### config.mk
export PLATFORM = sky130hd
export DESIGN_NAME = lpms_sequencer
export DESIGN_NICKNAME = d
export VERILOG_FILES = /design/src/include/lpms_pkg.sv /design/src/verilog/lpms_tick.sv /design/src/verilog/lpms_sync.sv /design/src/verilog/lpms_sequencer.sv
export SDC_FILE = /design/constraint.sdc
export NUM_CORES = 1
export LEC_CHECK = 0
export BUFFER_PORTS_ARGS = -buffer_cell sky130_fd_sc_hd__buf_2
export CAP_MARGIN = 20
export CELL_PAD_IN_SITES_DETAIL_PLACEMENT = 0
export CELL_PAD_IN_SITES_GLOBAL_PLACEMENT = 2
export CORE_MARGIN = 8
export CORE_UTILIZATION = 35
export DETAILED_ROUTE_END_ITERATION = 8
export GPL_TIMING_DRIVEN = 0
export PLACE_DENSITY_LB_ADDON = 0.1
export SETUP_SLACK_MARGIN = 0.15
export SLEW_MARGIN = 10
export SYNTH_ARGS = -nofsm -noshare
export SYNTH_HDL_FRONTEND = slang
export SYNTH_SLANG_ARGS = --single-unit
### constraint.sdc
create_clock -name SYS_CLK -period 3.1 [get_ports SYS_CLK]
set_input_delay 0 -clock SYS_CLK [delete_from_list [all_inputs] [get_ports SYS_CLK]]
set_output_delay 0 -clock SYS_CLK [all_outputs]
set_load 0.01 [all_outputs]
### src/include/lpms_pkg.sv
// Package for the low power mode sequencer: offsets, fields, timings, types
package lpms_pkg;
	// Register byte offsets
	localparam logic [7:0] OFS_SYS_CTRL = 8'h00;
	localparam logic [7:0] OFS_SLEEP_CTRL = 8'h04;
	localparam logic [7:0] OFS_XTAL_CTRL = 8'h08;
	localparam logic [7:0] OFS_STATUS = 8'h0C;
	localparam logic [7:0] OFS_WAKE_CTRL = 8'h10;
	localparam logic [7:0] OFS_WAKE_TIMEOUT = 8'h14;
	localparam logic [7:0] OFS_WAKE_COUNT = 8'h18;
	localparam logic [7:0] OFS_RTC_COUNT = 8'h1C;
	localparam logic [7:0] OFS_PWR_STATE = 8'h20;
	// Field positions
	localparam int SYS_XTAL_PRESENT_BIT = 5;
	localparam int SYS_RING_EN_BIT = 0;
	localparam int SLP_HIB_BIT = 0;
	localparam int SLP_DOZE_BIT = 1;
	localparam int SLP_RETAIN_BIT = 2;
	localparam int XTAL_EN_BIT = 0;
	localparam int XTAL_GAIN_LSB = 4;
	localparam int ST_SYNC_BIT = 0;
	localparam int ST_HIB_WAKE_BIT = 1;
	localparam int ST_DOZE_WAKE_BIT = 2;
	localparam int WK_TIMER_EN_BIT = 0;
	localparam int WK_RTC_EN_BIT = 1;
	// Reset values
	localparam logic [1:0] XTAL_GAIN_RESET = 2'h3;
	localparam logic RING_EN_RESET = 1'b1;
	// Timing
	localparam int CLK_MHZ = 100;
	localparam int REF_WAIT_US = 700;
	localparam int MCU_RESET_US = 40;
	localparam int REF_WAIT_CYC = REF_WAIT_US * CLK_MHZ;
	localparam int MCU_RESET_CYC = MCU_RESET_US * CLK_MHZ;
	localparam int REF_DIV = 128;
	localparam int SLOW_DIV = 50;
	localparam int CNT_W = 17;
	// Sequencer states
	typedef enum logic [3:0] {
		ST_RUN, ST_PRE_HIB, ST_HIBERNATE, ST_HIB_W1, ST_HIB_W2, ST_HIB_W3,
		ST_PRE_DOZE, ST_DOZE, ST_DOZE_W1, ST_DOZE_W2, ST_DOZE_W3
	} lpms_state_e;
	// Power and clock controls driven toward the chip
	typedef struct packed {
		logic vref_on;
		logic ref_osc_on;
		logic osc_reg_on;
		logic dig_reg_on;
		logic pad_ring_on;
		logic mcu_pwr_on;
		logic mcu_clk_on;
		logic mac_clk_on;
		logic mcu_reset;
		logic fsm_on_ref;
	} lpms_pwr_s;
endpackage

### src/verilog/lpms_tick.sv
// Enable-pulse divider
module lpms_tick #(
	parameter int DIV = 2
) (
	// Clock and reset
	input wire logic clk,
	input wire logic rst_n,
	// Control and pulse
	input wire logic en,
	output logic tick
);
	logic [15:0] cnt_reg;
	logic [15:0] cnt_next;
	logic tick_next;

	// Count to DIV-1 then pulse
	always_comb begin
		cnt_next = cnt_reg;
		tick_next = 1'b0;
		if (en) begin
			if (cnt_reg == 16'(DIV - 1)) begin
				cnt_next = 16'h0000;
				tick_next = 1'b1;
			end else begin
				cnt_next = cnt_reg + 16'h0001;
			end
		end
	end

	always_ff @(posedge clk) begin
		if (!rst_n) begin
			cnt_reg <= 16'h0000;
			tick <= 1'b0;
		end else begin
			cnt_reg <= cnt_next;
			tick <= tick_next;
		end
	end
endmodule // lpms_tick

### src/verilog/lpms_sync.sv
// Two-flop level synchroniser
module lpms_sync (
	// Clock and reset
	input wire logic clk,
	input wire logic rst_n,
	// Data
	input wire logic d,
	output logic q
);
	logic meta_reg;

	// Only the second stage is read outside
	always_ff @(posedge clk) begin
		if (!rst_n) begin
			meta_reg <= 1'b0;
			q <= 1'b0;
		end else begin
			meta_reg <= d;
			q <= meta_reg;
		end
	end
endmodule // lpms_sync

### src/verilog/lpms_sequencer.sv
// Power mode sequencer with AXI4-Lite register slave
// Behaviour
// crystal-present bit switches low-power clock select
// two-bit crystal gain resets to maximum
// writing crystal enable starts the oscillator
// crystal stays on until reset
// software disables ring, enables crystal, waits
// software confirms crystal via RTC change
// doze wake timer runs on reference/128
// RTC never runs on reference/128
// wake ends in idle with processor running
// retention keeps processor state, no reset
// software reads status after every wake
// hibernate wins over doze on request
// sleep-sync clear powers down promptly
// sleep-sync flag sits at status bit 0
// pre-hibernate zeroes timer, sets sync, waits
// hibernate waits wake, starts oscillator, 700us
// step one: regulator, clock, pads on
// step two: 40us reset unless retained
// step three: sync handshake, then MAC clock
// doze loop keeps reference, waits 700us
// wake sets hibernate or doze status flag
// wake requests synchronised before acting
module lpms_sequencer (
	// Clock and reset
	input wire logic SYS_CLK,
	input wire logic RST_N,
	// AXI4-Lite write
	input wire logic [7:0] S_AXI_AWADDR,
	input wire logic S_AXI_AWVALID,
	output logic S_AXI_AWREADY,
	input wire logic [31:0] S_AXI_WDATA,
	input wire logic [3:0] S_AXI_WSTRB,
	input wire logic S_AXI_WVALID,
	output logic S_AXI_WREADY,
	output logic [1:0] S_AXI_BRESP,
	output logic S_AXI_BVALID,
	input wire logic S_AXI_BREADY,
	// AXI4-Lite read
	input wire logic [7:0] S_AXI_ARADDR,
	input wire logic S_AXI_ARVALID,
	output logic S_AXI_ARREADY,
	output logic [31:0] S_AXI_RDATA,
	output logic [1:0] S_AXI_RRESP,
	output logic S_AXI_RVALID,
	input wire logic S_AXI_RREADY,
	// Oscillator inputs and wake sources
	input wire logic RING_TICK,
	input wire logic XTAL_TICK,
	input wire logic EXT_WAKE,
	// Power and clock controls
	output lpms_pkg::lpms_pwr_s PWR_CTRL,
	output logic XTAL_ENABLE,
	output logic [1:0] XTAL_GAIN,
	output logic RING_ENABLE,
	output logic LP_CLK_IS_XTAL,
	output logic RTC_TICK,
	output logic WAKE_TIMER_TICK
);
	import lpms_pkg::*;

	lpms_state_e state_reg, state_next;
	logic [CNT_W-1:0] wait_reg, wait_next;
	logic xtal_present_reg, xtal_present_next;
	logic ring_en_reg, ring_en_next;
	logic xtal_en_reg, xtal_en_next;
	logic [1:0] gain_reg, gain_next;
	logic hib_req_reg, hib_req_next;
	logic doze_req_reg, doze_req_next;
	logic retain_reg, retain_next;
	logic sync_reg, sync_next;
	logic hib_flag_reg, hib_flag_next;
	logic doze_flag_reg, doze_flag_next;
	logic tmr_en_reg, tmr_en_next;
	logic rtc_en_reg, rtc_en_next;
	logic [31:0] tmo_reg, tmo_next;
	logic [31:0] wcnt_reg, wcnt_next;
	logic [31:0] rtc_reg, rtc_next;
	logic bvalid_reg, bvalid_next;
	logic rvalid_reg, rvalid_next;
	logic [31:0] rdata_reg, rdata_next;
	logic rresp_bad_reg, rresp_bad_next;
	logic bresp_bad_reg, bresp_bad_next;
	lpms_pwr_s pwr;
	logic wr_go, rd_go, sync_clr, ref_div_tick, lp_tick;
	logic ext_wake_s, rtc_hit, tmr_hit, wake_evt;

	// Doze clock: reference divided by 128
	lpms_tick #(.DIV(REF_DIV)) u_ref_div (
		.clk(SYS_CLK),
		.rst_n(RST_N),
		.en(1'b1),
		.tick(ref_div_tick)
	);

	// External wake crosses in from the wake pin
	lpms_sync u_wake_sync (
		.clk(SYS_CLK),
		.rst_n(RST_N),
		.d(EXT_WAKE),
		.q(ext_wake_s)
	);

	// Slow clock source choice; the RTC never sees the doze clock
	always_comb begin
		// crystal select
		lp_tick = xtal_present_reg ? XTAL_TICK : RING_TICK;
	end

	// Bus handshakes: accept one write with both channels, one read
	assign wr_go = S_AXI_AWVALID && S_AXI_WVALID && !bvalid_reg;
	assign rd_go = S_AXI_ARVALID && !rvalid_reg;
	assign S_AXI_AWREADY = wr_go;
	assign S_AXI_WREADY = wr_go;
	assign S_AXI_ARREADY = rd_go;
	// software clears sync by writing one to it
	assign sync_clr = wr_go && S_AXI_AWADDR == OFS_STATUS &&
		S_AXI_WSTRB[0] && S_AXI_WDATA[ST_SYNC_BIT];
	assign rtc_hit = rtc_en_reg && rtc_reg == tmo_reg;
	assign tmr_hit = tmr_en_reg && wcnt_reg == tmo_reg;
	assign wake_evt = tmr_hit || rtc_hit || ext_wake_s;

	// Register file and counters next values
	always_comb begin
		xtal_present_next = xtal_present_reg;
		ring_en_next = ring_en_reg;
		xtal_en_next = xtal_en_reg;
		gain_next = gain_reg;
		hib_req_next = hib_req_reg;
		doze_req_next = doze_req_reg;
		retain_next = retain_reg;
		tmr_en_next = tmr_en_reg;
		rtc_en_next = rtc_en_reg;
		tmo_next = tmo_reg;
		bvalid_next = bvalid_reg && !S_AXI_BREADY;
		bresp_bad_next = bresp_bad_reg;
		rvalid_next = rvalid_reg && !S_AXI_RREADY;
		rdata_next = rdata_reg;
		rresp_bad_next = rresp_bad_reg;
		// RTC counts only ring or crystal ticks
		rtc_next = lp_tick ? rtc_reg + 32'h0000_0001 : rtc_reg;
		if (wr_go) begin
			bvalid_next = 1'b1;
			bresp_bad_next = 1'b0;
			unique case (S_AXI_AWADDR)
				OFS_SYS_CTRL: if (S_AXI_WSTRB[0]) begin
					xtal_present_next = S_AXI_WDATA[SYS_XTAL_PRESENT_BIT];
					ring_en_next = S_AXI_WDATA[SYS_RING_EN_BIT];
				end
				OFS_SLEEP_CTRL: if (S_AXI_WSTRB[0]) begin
					hib_req_next = S_AXI_WDATA[SLP_HIB_BIT];
					doze_req_next = S_AXI_WDATA[SLP_DOZE_BIT];
					retain_next = S_AXI_WDATA[SLP_RETAIN_BIT];
				end
				OFS_XTAL_CTRL: if (S_AXI_WSTRB[0]) begin
					// write one starts crystal
					// writing zero cannot stop it
					xtal_en_next = xtal_en_reg | S_AXI_WDATA[XTAL_EN_BIT];
					gain_next = S_AXI_WDATA[XTAL_GAIN_LSB +: 2];
				end
				OFS_STATUS: ;
				OFS_WAKE_CTRL: if (S_AXI_WSTRB[0]) begin
					tmr_en_next = S_AXI_WDATA[WK_TIMER_EN_BIT];
					rtc_en_next = S_AXI_WDATA[WK_RTC_EN_BIT];
				end
				OFS_WAKE_TIMEOUT: begin
					for (int b = 0; b < 4; b++) begin
						if (S_AXI_WSTRB[b]) begin
							tmo_next[8*b +: 8] = S_AXI_WDATA[8*b +: 8];
						end
					end
				end
				default: bresp_bad_next = 1'b1;
			endcase
		end
		if (rd_go) begin
			rvalid_next = 1'b1;
			rresp_bad_next = 1'b0;
			rdata_next = 32'h0000_0000;
			unique case (S_AXI_ARADDR)
				OFS_SYS_CTRL: begin
					rdata_next[SYS_XTAL_PRESENT_BIT] = xtal_present_reg;
					rdata_next[SYS_RING_EN_BIT] = ring_en_reg;
				end
				OFS_SLEEP_CTRL: begin
					rdata_next[SLP_HIB_BIT] = hib_req_reg;
					rdata_next[SLP_DOZE_BIT] = doze_req_reg;
					rdata_next[SLP_RETAIN_BIT] = retain_reg;
				end
				OFS_XTAL_CTRL: begin
					rdata_next[XTAL_EN_BIT] = xtal_en_reg;
					rdata_next[XTAL_GAIN_LSB +: 2] = gain_reg;
				end
				// sync at bit 0
				OFS_STATUS: begin
					rdata_next[ST_SYNC_BIT] = sync_reg;
					rdata_next[ST_HIB_WAKE_BIT] = hib_flag_reg;
					rdata_next[ST_DOZE_WAKE_BIT] = doze_flag_reg;
				end
				OFS_WAKE_CTRL: begin
					rdata_next[WK_TIMER_EN_BIT] = tmr_en_reg;
					rdata_next[WK_RTC_EN_BIT] = rtc_en_reg;
				end
				OFS_WAKE_TIMEOUT: rdata_next = tmo_reg;
				OFS_WAKE_COUNT: rdata_next = wcnt_reg;
				OFS_RTC_COUNT: rdata_next = rtc_reg;
				OFS_PWR_STATE: rdata_next = 32'(state_reg);
				default: rresp_bad_next = 1'b1;
			endcase
		end
		// request is consumed once the loop starts
		if (state_reg == ST_PRE_HIB || state_reg == ST_PRE_DOZE) begin
			hib_req_next = 1'b0;
			doze_req_next = 1'b0;
		end
	end

	// Sequencer next state, timer and flags
	always_comb begin
		state_next = state_reg;
		wait_next = wait_reg;
		wcnt_next = wcnt_reg;
		sync_next = sync_reg && !sync_clr;
		hib_flag_next = hib_flag_reg;
		doze_flag_next = doze_flag_reg;
		// Reading status does not clear flags; writing ones does
		if (wr_go && S_AXI_AWADDR == OFS_STATUS && S_AXI_WSTRB[0]) begin
			hib_flag_next = hib_flag_reg && !S_AXI_WDATA[ST_HIB_WAKE_BIT];
			doze_flag_next = doze_flag_reg && !S_AXI_WDATA[ST_DOZE_WAKE_BIT];
		end
		unique case (state_reg)
			ST_RUN: begin
				// hibernate has priority
				// requests are registered in this clock domain
				if (hib_req_reg) begin
					state_next = ST_PRE_HIB;
				end else if (doze_req_reg) begin
					state_next = ST_PRE_DOZE;
				end
			end
			// zero timer, raise sync, wait for clear
			ST_PRE_HIB, ST_PRE_DOZE: begin
				wcnt_next = 32'h0000_0000;
				if (!sync_reg && wait_reg == '0) begin
					sync_next = 1'b1;
					wait_next = CNT_W'(1);
				end else if (sync_clr) begin
					// clear powers down at once
					wait_next = '0;
					state_next = (state_reg == ST_PRE_HIB) ? ST_HIBERNATE
						: ST_DOZE;
				end
			end
			// hibernate runs on the slow clock until wake
			ST_HIBERNATE, ST_DOZE: begin
				if (wait_reg == '0) begin
					// doze timer runs on reference/128
					if ((state_reg == ST_DOZE) ? ref_div_tick : lp_tick) begin
						wcnt_next = wcnt_reg + 32'h0000_0001;
					end
					// external wake is already synchronised
					if (wake_evt) begin
						wait_next = CNT_W'(1);
						// record wake source mode
						if (state_reg == ST_HIBERNATE) begin
							hib_flag_next = 1'b1;
						end else begin
							doze_flag_next = 1'b1;
						end
					end
				// 700us reference warm-up
				// same wait in doze
				end else if (wait_reg == CNT_W'(REF_WAIT_CYC)) begin
					wait_next = '0;
					state_next = (state_reg == ST_HIBERNATE) ? ST_HIB_W1
						: ST_DOZE_W1;
				end else begin
					wait_next = wait_reg + CNT_W'(1);
				end
			end
			// regulator, pads and clock switch
			ST_HIB_W1: state_next = ST_HIB_W2;
			ST_DOZE_W1: state_next = ST_DOZE_W2;
			// 40us reset unless retained
			// retention skips the reset
			ST_HIB_W2, ST_DOZE_W2: begin
				// Count runs from zero, so stop one short for exact length
				if (retain_reg || wait_reg == CNT_W'(MCU_RESET_CYC - 1)) begin
					wait_next = '0;
					state_next = (state_reg == ST_HIB_W2) ? ST_HIB_W3
						: ST_DOZE_W3;
				end else begin
					wait_next = wait_reg + CNT_W'(1);
				end
			end
			// sync handshake then MAC clock, back to run
			ST_HIB_W3, ST_DOZE_W3: begin
				if (!sync_reg && wait_reg == '0) begin
					sync_next = 1'b1;
					wait_next = CNT_W'(1);
				end else if (sync_clr) begin
					wait_next = '0;
					// back to idle/run
					state_next = ST_RUN;
				end
			end
			default: state_next = ST_RUN;
		endcase
	end

	// Power controls decoded from state
	always_comb begin
		pwr = '0;
		unique case (state_reg)
			ST_RUN, ST_PRE_HIB, ST_PRE_DOZE: begin
				pwr = '1;
				pwr.mcu_reset = 1'b0;
			end
			ST_HIBERNATE: begin
				pwr.vref_on = wait_reg != '0;
				pwr.osc_reg_on = wait_reg != '0;
				pwr.ref_osc_on = wait_reg != '0;
			end
			// reference keeps running in doze
			ST_DOZE: begin
				pwr.ref_osc_on = 1'b1;
				pwr.osc_reg_on = 1'b1;
				pwr.vref_on = wait_reg != '0;
			end
			ST_HIB_W1, ST_DOZE_W1: begin
				pwr.vref_on = 1'b1;
				pwr.ref_osc_on = 1'b1;
				pwr.osc_reg_on = 1'b1;
				pwr.dig_reg_on = 1'b1;
				pwr.pad_ring_on = 1'b1;
				pwr.mcu_pwr_on = 1'b1;
				pwr.fsm_on_ref = 1'b1;
			end
			ST_HIB_W2, ST_DOZE_W2, ST_HIB_W3, ST_DOZE_W3: begin
				pwr = '1;
				pwr.mac_clk_on = 1'b0;
				pwr.mcu_clk_on = state_reg == ST_HIB_W3 ||
					state_reg == ST_DOZE_W3;
				pwr.mcu_reset = (state_reg == ST_HIB_W2 ||
					state_reg == ST_DOZE_W2) && !retain_reg;
			end
			default: pwr = '0;
		endcase
	end

	// All registers
	always_ff @(posedge SYS_CLK) begin
		if (!RST_N) begin
			state_reg <= ST_RUN;
			wait_reg <= '0;
			xtal_present_reg <= 1'b0;
			ring_en_reg <= RING_EN_RESET;
			xtal_en_reg <= 1'b0;
			// gain resets to maximum
			gain_reg <= XTAL_GAIN_RESET;
			hib_req_reg <= 1'b0;
			doze_req_reg <= 1'b0;
			retain_reg <= 1'b0;
			sync_reg <= 1'b0;
			hib_flag_reg <= 1'b0;
			doze_flag_reg <= 1'b0;
			tmr_en_reg <= 1'b0;
			rtc_en_reg <= 1'b0;
			tmo_reg <= 32'h0000_0000;
			wcnt_reg <= 32'h0000_0000;
			rtc_reg <= 32'h0000_0000;
			bvalid_reg <= 1'b0;
			rvalid_reg <= 1'b0;
			rdata_reg <= 32'h0000_0000;
			rresp_bad_reg <= 1'b0;
			bresp_bad_reg <= 1'b0;
			PWR_CTRL <= '0;
		end else begin
			state_reg <= state_next;
			wait_reg <= wait_next;
			xtal_present_reg <= xtal_present_next;
			ring_en_reg <= ring_en_next;
			xtal_en_reg <= xtal_en_next;
			gain_reg <= gain_next;
			hib_req_reg <= hib_req_next;
			doze_req_reg <= doze_req_next;
			retain_reg <= retain_next;
			sync_reg <= sync_next;
			hib_flag_reg <= hib_flag_next;
			doze_flag_reg <= doze_flag_next;
			tmr_en_reg <= tmr_en_next;
			rtc_en_reg <= rtc_en_next;
			tmo_reg <= tmo_next;
			wcnt_reg <= wcnt_next;
			rtc_reg <= rtc_next;
			bvalid_reg <= bvalid_next;
			rvalid_reg <= rvalid_next;
			rdata_reg <= rdata_next;
			rresp_bad_reg <= rresp_bad_next;
			bresp_bad_reg <= bresp_bad_next;
			PWR_CTRL <= pwr;
		end
	end

	// Outputs
	assign S_AXI_BVALID = bvalid_reg;
	assign S_AXI_BRESP = bresp_bad_reg ? 2'h2 : 2'h0;
	assign S_AXI_RVALID = rvalid_reg;
	assign S_AXI_RDATA = rdata_reg;
	assign S_AXI_RRESP = rresp_bad_reg ? 2'h2 : 2'h0;
	assign XTAL_ENABLE = xtal_en_reg;
	assign XTAL_GAIN = gain_reg;
	assign RING_ENABLE = ring_en_reg;
	assign LP_CLK_IS_XTAL = xtal_present_reg;
	assign RTC_TICK = lp_tick;
	assign WAKE_TIMER_TICK = (state_reg == ST_DOZE) ? ref_div_tick : lp_tick;
endmodule // lpms_sequencer

==> results.md, run 1 <==
- Layout Skew: approximately 0.018 ns
- Clock share of power: a little under two fifths
- TritonCTS Sinks: 191
- CP Max Fanout: 10
- Area growth syn-to-layout: 21.4%
- Worst slack, placed: -0.0725 ns
- FF-to-FF Start: wcnt_reg[2]$_SDFFE_PN0P_
- Max VDD drop: between 0.3 and 0.4 mV
- Worst slew pin tran: 0.882 ns
- GRT Total Usage: 20.0%
- DIE WIDTH: about 180 um
- HP Class: primary input to register
- Worst Setup Start Kind: register
- Synth top cells by count: 191 x dfxtp_1, 163 x nor2_1, 105 x nand2_1, 83 x a21oi_1, 72 x xor2_1
- Clock latency at the later pin of the worst-skew pair: between 0.4 and 0.5 ns
- Layout cells sized above 1: between 10% and 20%
- CP startpoint: wcnt_reg[2]$_SDFFE_PN0P_
- Critical Path AT: approximately 3.1 ns
- Area contributors post-synth: dfxtp_1 39%, xor2_1 6.4%, nor2_1 6.2%
- RSZ-0062 raised after global routing: false
- CP Class: register to register
- Sequential area share after synthesis: 38.8%
- Final RePlAce weighted congestion: 0.837
- Clock slew at the register clock pins of the worst setup and hold paths: approximately 0.070 ns
- Routed vias: between 8,000 and 9,000
- Inserted Diodes: 0
- Final-report setup violation count: 0
- Worst-case clock buffer depth: 2
- DRC violations left: 0
- CTS tree: yes
- Post-synth top area cell: dfxtp_1
- Sw Pwr: 1870 uW
- Final WS setup: 0.306 ns
- Asr flop ratio synth: 0%
- Pre-Repair DR Iteration Count: 5
- FILL cells: just under 3,000
- Cells after synthesis: 1,180
- # port buffers: 114
- Crit end category: register
- Ys Warns: 0
- Share of the synthesized area in the top cell type: between 30% and 40%
- Cell-internal power: a little over 4000 uW
- Main synth FF type: dfxtp_1
- Netlist cell types: 70
- Synth Cell Area: roughly 0.01 mm^2
- Total power: ~6000 uW
- Final core utilization: 43.1%
- Max-cap violations: 0
- Area of the core: between 0.02 and 0.03 mm^2
- WP data required: between 3 and 4 ns
- Final net count: 1,423
- Detail-routed via count per cell: roughly 5.1
- I/O pin total: 120
- Post-synthesis register bit count: 191
- 1st-iter DRT viols: about 610
- Final Cycle Share: roughly 90%
- Die area: around 0.034 mm^2
- Root Buffer: clkbuf_16
- Total power divided by cell area: ~500 mW/mm^2
- Status: completed
- Initial antenna violation count: 1
- Initial Util: 35.5%
- CTS buffer count: 17
- P_leak: 0.00470 uW
- Min Tclk post-route: 2.79 ns
- Routed wire per std cell: around 19 um
- Number of flops mapped to enable cells by yosys: 0
- Vias in the first global route: between 8,000 and 9,000
- Switching power share of the total: between 30% and 40%
- Largest net degree at the start of global routing: 19
- Slew Limit Fails: 0
- Register share of total power: ~43%
- Final hold vios: 0
- First-pass GRT wire length: roughly 52,000 um
- Grt ovf: 0
- Post-route ant nets: 0
- Slew HR: between 40% and 50%
- DPL Wire Length: 25,400 um
- Syn Area/Cell: approximately 8.4 um^2
- Most numerous cell in the Yosys netlist: dfxtp_1
- Max frequency: ~360 MHz
- CTS H-tree depth: 4
- DIE HEIGHT: about 180 um
- Gate power share: about 19%
- Hold_sp: S_AXI_WSTRB[2]
- Number of cell rows: 61
- Post-Route WL: approximately 34,000 um
-- power groups by stage --
stage	clock network, uW	registers [uW]	logic (uW)
floorplan	0	2630	718
global placement	0	2630	1120
detailed placement	0	2630	1110
CTS	2330	2570	1160
global route	2440	2580	1280
finish	2260	2570	1160
-- worst paths after layout --
path                               end  slack (ns)  cells past startpoint
min           tmo_reg[16]$_SDFFE_PN0P_       0.008                      4
min reg2reg   u_wake_sync.q$_SDFF_PN0_        0.46                      1
max          wait_reg[10]$_SDFFE_PN0P_        0.31                     10
max reg2reg  wait_reg[10]$_SDFFE_PN0P_        0.31                     10
-- layout by cell type, fill, tap and decap left out, drive strengths merged, types with 4 or more instances in the layout --
master       count
a211oi           4
a21oi           83
a22oi           28
and2            25
and3            15
and4             8
buf            144
clkbuf          70
dfxtp          191
dlygate4sd3     40
ha               5
inv             28
mux2            26
mux2i           30
nand2          105
nand2b           6
nand3           50
nand3b           7
nand4           33
nor2           163
nor2b           11
nor3            28
nor3b            4
nor4            18
o21ai           40
o221a           14
or2              4
or3              9
xnor2           64
xor2            72
-- per-layer routing --
| layer | GRT usage (%) | vias up | wire length (um) |
|---|---|---|---|
| met1 | 28.0 | 4221 | 16300 |
| li1 | - | 4446 | - |
| met2 | 31.3 | 175 | 15100 |
| met4 | 4.78 | 2 | 533 |
| met3 | 3.70 | 28 | 1560 |
| met5 | 0 | - | 13 |
-- critical path: stages (launching register included) --
cell and delay (ns):
dfxtp_1 0.30, clkbuf_2 0.18, xor2_1 0.22, nor4_1 0.36, nand4_1 0.21, nor3_4 0.29, and4b_1 0.26, or2_1 0.21
clkbuf_2 0.17, clkbuf_4 0.24, o221a_2 0.24
-- stage by stage --
stage          setup TNS, ns  hold WS (ns)  area, um^2  std cells
2_1_floorplan              0         0.127        9870       1181
3_3_place_gp           -8.06         0.231       10900       1673
3_5_place_dp          -0.490         0.233       10900       1674
4_1_cts                    0       0.00310       11900       1746
5_1_grt                    0        0.0448       12000       1747
6_report                   0       0.00824       12000       1747
-- what timing repair did --
| action | in CTS | in global routing |
|---|---|---|
| setup buffers | 0 | 1 |
| resized for setup | 5 | 7 |
| hold endpoints to repair | 48 | 0 |
| hold buffers | 40 | 0 |
| endpoints found under the setup margin | 12 | 22 |
| pin swaps | 0 | 1 |
-- logic make-up (layout without fill, tap and decap cells) --
family	count (synthesis)	after routing	synth area share, %
xor gates and xnor gates	136	136	12.1
other	1	2	0.0380
and+or+nand+nor	494	494	24.9
adders and majority gates	5	5	0.634
buffers and inverters	99	287	4.30
DFF	191	191	38.8
AOI/OAI and AO/OA	198	198	13.2
muxes	56	56	6.05
-- final cells by class --
| type | count | area (um^2) | share of cell area [%] |
|---|---|---|---|
| sequential | 191 | 3820 | 31.9 |
| clock inverter | 13 | 138 | 1.15 |
| clock buffer | 19 | 453 | 3.78 |
| multi-input combinational | 891 | 5680 | 47.4 |
| tap | 378 | 473 | 3.95 |
| timing repair buffer | 156 | 986 | 8.23 |
| buffer | 79 | 354 | 2.96 |
| inverter | 20 | 75.1 | 0.627 |
Note: power is estimated with default switching activity, not from simulation.
==> run 2: changes to the inputs <==
--- a/config.mk
+++ b/config.mk
@@ -13,2 +13,3 @@
 export CORE_UTILIZATION = 35
+export CTS_CLUSTER_DIAMETER = 150
 export DETAILED_ROUTE_END_ITERATION = 8
==> constraint.sdc (replaced) <==
create_clock -name SYS_CLK -period 3.1 [get_ports SYS_CLK]
set_input_delay 0.31 -clock SYS_CLK [delete_from_list [all_inputs] [get_ports SYS_CLK]]
set_output_delay 0.31 -clock SYS_CLK [all_outputs]
set_load 0.01 [all_outputs]
==> run 2 against run 1 <==
Power down 0.50%. Final cell count down 2.3%. Hold slack better by 0.077 ns. Combinational power about the same. Critical endpoint is now rtc_reg[29]$_SDFFE_PN0P_.
==> results.md, run 2 (synthesis gave the netlist of run 1 again) <==
- Status: completed (unchanged)
- Clock slew at the register clock pins of the worst setup and hold paths: 0.08 ns (was 0.07 ns)
- CP startpoint: LP_CLK_IS_XTAL$_SDFFE_PN0P_ (was wcnt_reg[2]$_SDFFE_PN0P_)
- Post-Route WL: 33,300 um (was 33,500 um)
- DRC violations left: 0 (unchanged)
- Worst path cell trace: mux2_2 > nand4_1 > nor4_2 > and3_1 > nand4_1 > xnor2_1 > and2_1 (was clkbuf_2 > xor2_1 > nor4_1 > nand4_1 > nor3_4 > and4b_1 > or2_1 > clkbuf_2 > clkbuf_4 > o221a_2)
- Crit end category: register (unchanged)
- FILL cells: 2,944 (was 2,916)
- Min Tclk post-route: 2.80 ns (was 2.79 ns)
- Grt ovf: 0 (unchanged)
- Worst-case clock buffer depth: 2 (unchanged)
- Pre-Repair DR Iteration Count: 5 (unchanged)
- Number of cell rows: 61 (unchanged)
- DIE HEIGHT: 184 um (unchanged)
- CP Class: register to register (unchanged)
- Final hold vios: 0 (unchanged)
- Most frequent cells in the layout: 191 x dfxtp_1, 162 x nor2_1, 125 x buf_2 (unchanged)
- Initial Util: 35.5% (unchanged)
- Worst slew pin tran: 0.910 ns (was 0.882 ns)
- First-pass GRT wire length: 51,600 um (was 52,100 um)
- Critical path buffer and inverter count: 0 (was 3)
- Layout cells sized above 1: 18.2% (was 17.7%)
- CP peak stage delay: 0.67 ns (was 0.36 ns)
- Vias in the first global route: 8,488 (was 8,643)
- Worst Setup Start Kind: register (unchanged)
- Slew Limit Fails: 0 (unchanged)
- Final core utilization: 41.7% (was 43.1%)
- Fin cells: 1,707 (was 1,747)
- CP Max Fanout: 8 (was 10)
- Final WS setup: 0.297 ns (was 0.306 ns)
- Clock latency at the later pin of the worst-skew pair: 0.45 ns (about the same)
- Final-report setup violation count: 0 (unchanged)
- DIE WIDTH: 184 um (unchanged)
- Routed wire per std cell: 19.5 um (was 19.2 um)
- CTS tree: yes (unchanged)
- Max frequency: 357 MHz (was 358 MHz)
- Slew HR: 39.3% (was 41.2%)
- CTS H-tree depth: 4 (unchanged)
- Inserted Diodes: 0 (unchanged)
- Die area: 0.0338 mm^2 (unchanged)
- Worst path slowest cell: nor4_2 (was nor4_1)
- Most common cell after layout, fill and taps aside: dfxtp_1 (unchanged)
- Final RePlAce weighted congestion: 0.837 (unchanged)
- Root Buffer: clkbuf_16 (unchanged)
- Family with the most delay on the worst path: simple AND/OR/NAND/NOR gates (unchanged)
- DPL Wire Length: 25,400 um (unchanged)
- RSZ-0062 raised after global routing: false (unchanged)
- # port buffers: 114 (unchanged)
- Initial antenna violation count: 1 (unchanged)
- Total power divided by cell area: 516 mW/mm^2 (was 501 mW/mm^2)
- WL met1: 16,400 um (was 16,300 um)
- Max VDD drop: 0.331 mV (was 0.330 mV)
- WP data required: 3.44 ns (was 3.43 ns)
- Detail-routed via count per cell: 5.11 (was 5.08)
- P_leak: 0.00452 uW (was 0.00470 uW)
- Metal3 WL: 1450 um (was 1560 um)
- HP Class: primary input to register (unchanged)
- CP Depth: 7 (was 10)
- Routed vias: 8,730 (was 8,872)
- Post-route ant nets: 0 (unchanged)
- Area growth syn-to-layout: 17.4% (was 21.4%)
- CTS buffer count: 17 (unchanged)
- Metal2 WL: 14,800 um (was 15,100 um)
- Worst slack, placed: -0.0725 ns (unchanged)
- Setup TNS: 0 ns (unchanged)
- Reg2reg setup slack: 0.30 ns (was 0.31 ns)
- R2r worst-path depth: 7 (was 10)
- Max-cap violations: 0 (unchanged)
- I/O pin total: 120 (unchanged)
- TritonCTS Sinks: 191 (unchanged)
- Critical Path AT: 3.14 ns (was 3.13 ns)
- Final net count: 1,383 (was 1,423)
- Final Cycle Share: 90.4% (was 90.1%)
- CP most frequent cell: nand4_1 (was clkbuf_2)
- Layout Skew: 0.0192 ns (was 0.0181 ns)
- Largest net degree at the start of global routing: 19 (unchanged)
- Cell area after layout: 0.0116 mm^2 (was 0.0120 mm^2)
- Dpl cells: 1,674 (unchanged)
- R2R Path End: rtc_reg[29]$_SDFFE_PN0P_ (was wait_reg[10]$_SDFFE_PN0P_)
- GRT Total Usage: 19.8% (was 20.0%)
- 1st-iter DRT viols: 607 (was 614)
- FF-to-FF Start: LP_CLK_IS_XTAL$_SDFFE_PN0P_ (was wcnt_reg[2]$_SDFFE_PN0P_)
- Crit path to: rtc_reg[29]$_SDFFE_PN0P_ (was wait_reg[10]$_SDFFE_PN0P_)
- Uppermost layer routed: met5 (unchanged)
- Area of the core: 0.0278 mm^2 (unchanged)
- Placed instance area: 0.0109 mm^2 (unchanged)
==> run 2: worst min-delay path by stage <==
| stage | cells after the start | endpoint | startpoint |
|---|---|---|---|
| after floorplan | 1 | u_wake_sync.q$_SDFF_PN0_ | u_wake_sync.meta_reg$_SDFF_PN0_ |
| after global placement | 1 | u_wake_sync.q$_SDFF_PN0_ | u_wake_sync.meta_reg$_SDFF_PN0_ |
| after detailed placement | 1 | u_wake_sync.q$_SDFF_PN0_ | u_wake_sync.meta_reg$_SDFF_PN0_ |
| after CTS | 2 | u_wake_sync.meta_reg$_SDFF_PN0_ | EXT_WAKE |
| after global routing | 2 | u_wake_sync.meta_reg$_SDFF_PN0_ | EXT_WAKE |
| final | 2 | u_wake_sync.meta_reg$_SDFF_PN0_ | EXT_WAKE |
==> run 2: per-layer routing <==
layer	vias to the layer above	track usage, %
li1	4370	-
met1	4159	27.9
met2	173	30.7
met3	26	3.79
met4	2	4.78
met5	-	0
==> run 2: where the power goes <==
| group | internal, uW | switching, uW | total [uW] |
|---|---|---|---|
| combinational | 398 | 729 | 1130 |
| clock | 1180 | 1090 | 2270 |
| sequential | 2520 | 52.8 | 2570 |
==> run 2: repair_timing <==
item / 4_1_cts / 5_1_grt
hold buffers: 0 / 0
endpoints found under the setup margin: 12 / 22
setup buffers: 0 / 1
resized for setup: 5 / 7
pin swaps: 0 / 1
==> run 2: per-stage QoR <==
step	total power (uW)	hold WS (ns)
after global routing	6260	0.0678
after detailed placement	3740	0.450
after global placement	3750	0.422
after floorplan	3350	0.412
after CTS	6030	0.0729
final	5970	0.0857
==> run 2: cell type report <==
| cell class | count | area [um^2] | area share (%) |
|---|---|---|---|
| Timing Repair Buffer | 116 | 586 | 5.06 |
| Clock buffer | 19 | 453 | 3.91 |
| Tap cell | 378 | 473 | 4.08 |
| Multi-Input combinational cell | 891 | 5680 | 49.0 |
| Clock inverter | 13 | 138 | 1.19 |
| Inverter | 20 | 75.1 | 0.648 |
| Buffer | 79 | 354 | 3.06 |
| Sequential cell | 191 | 3820 | 33.0 |
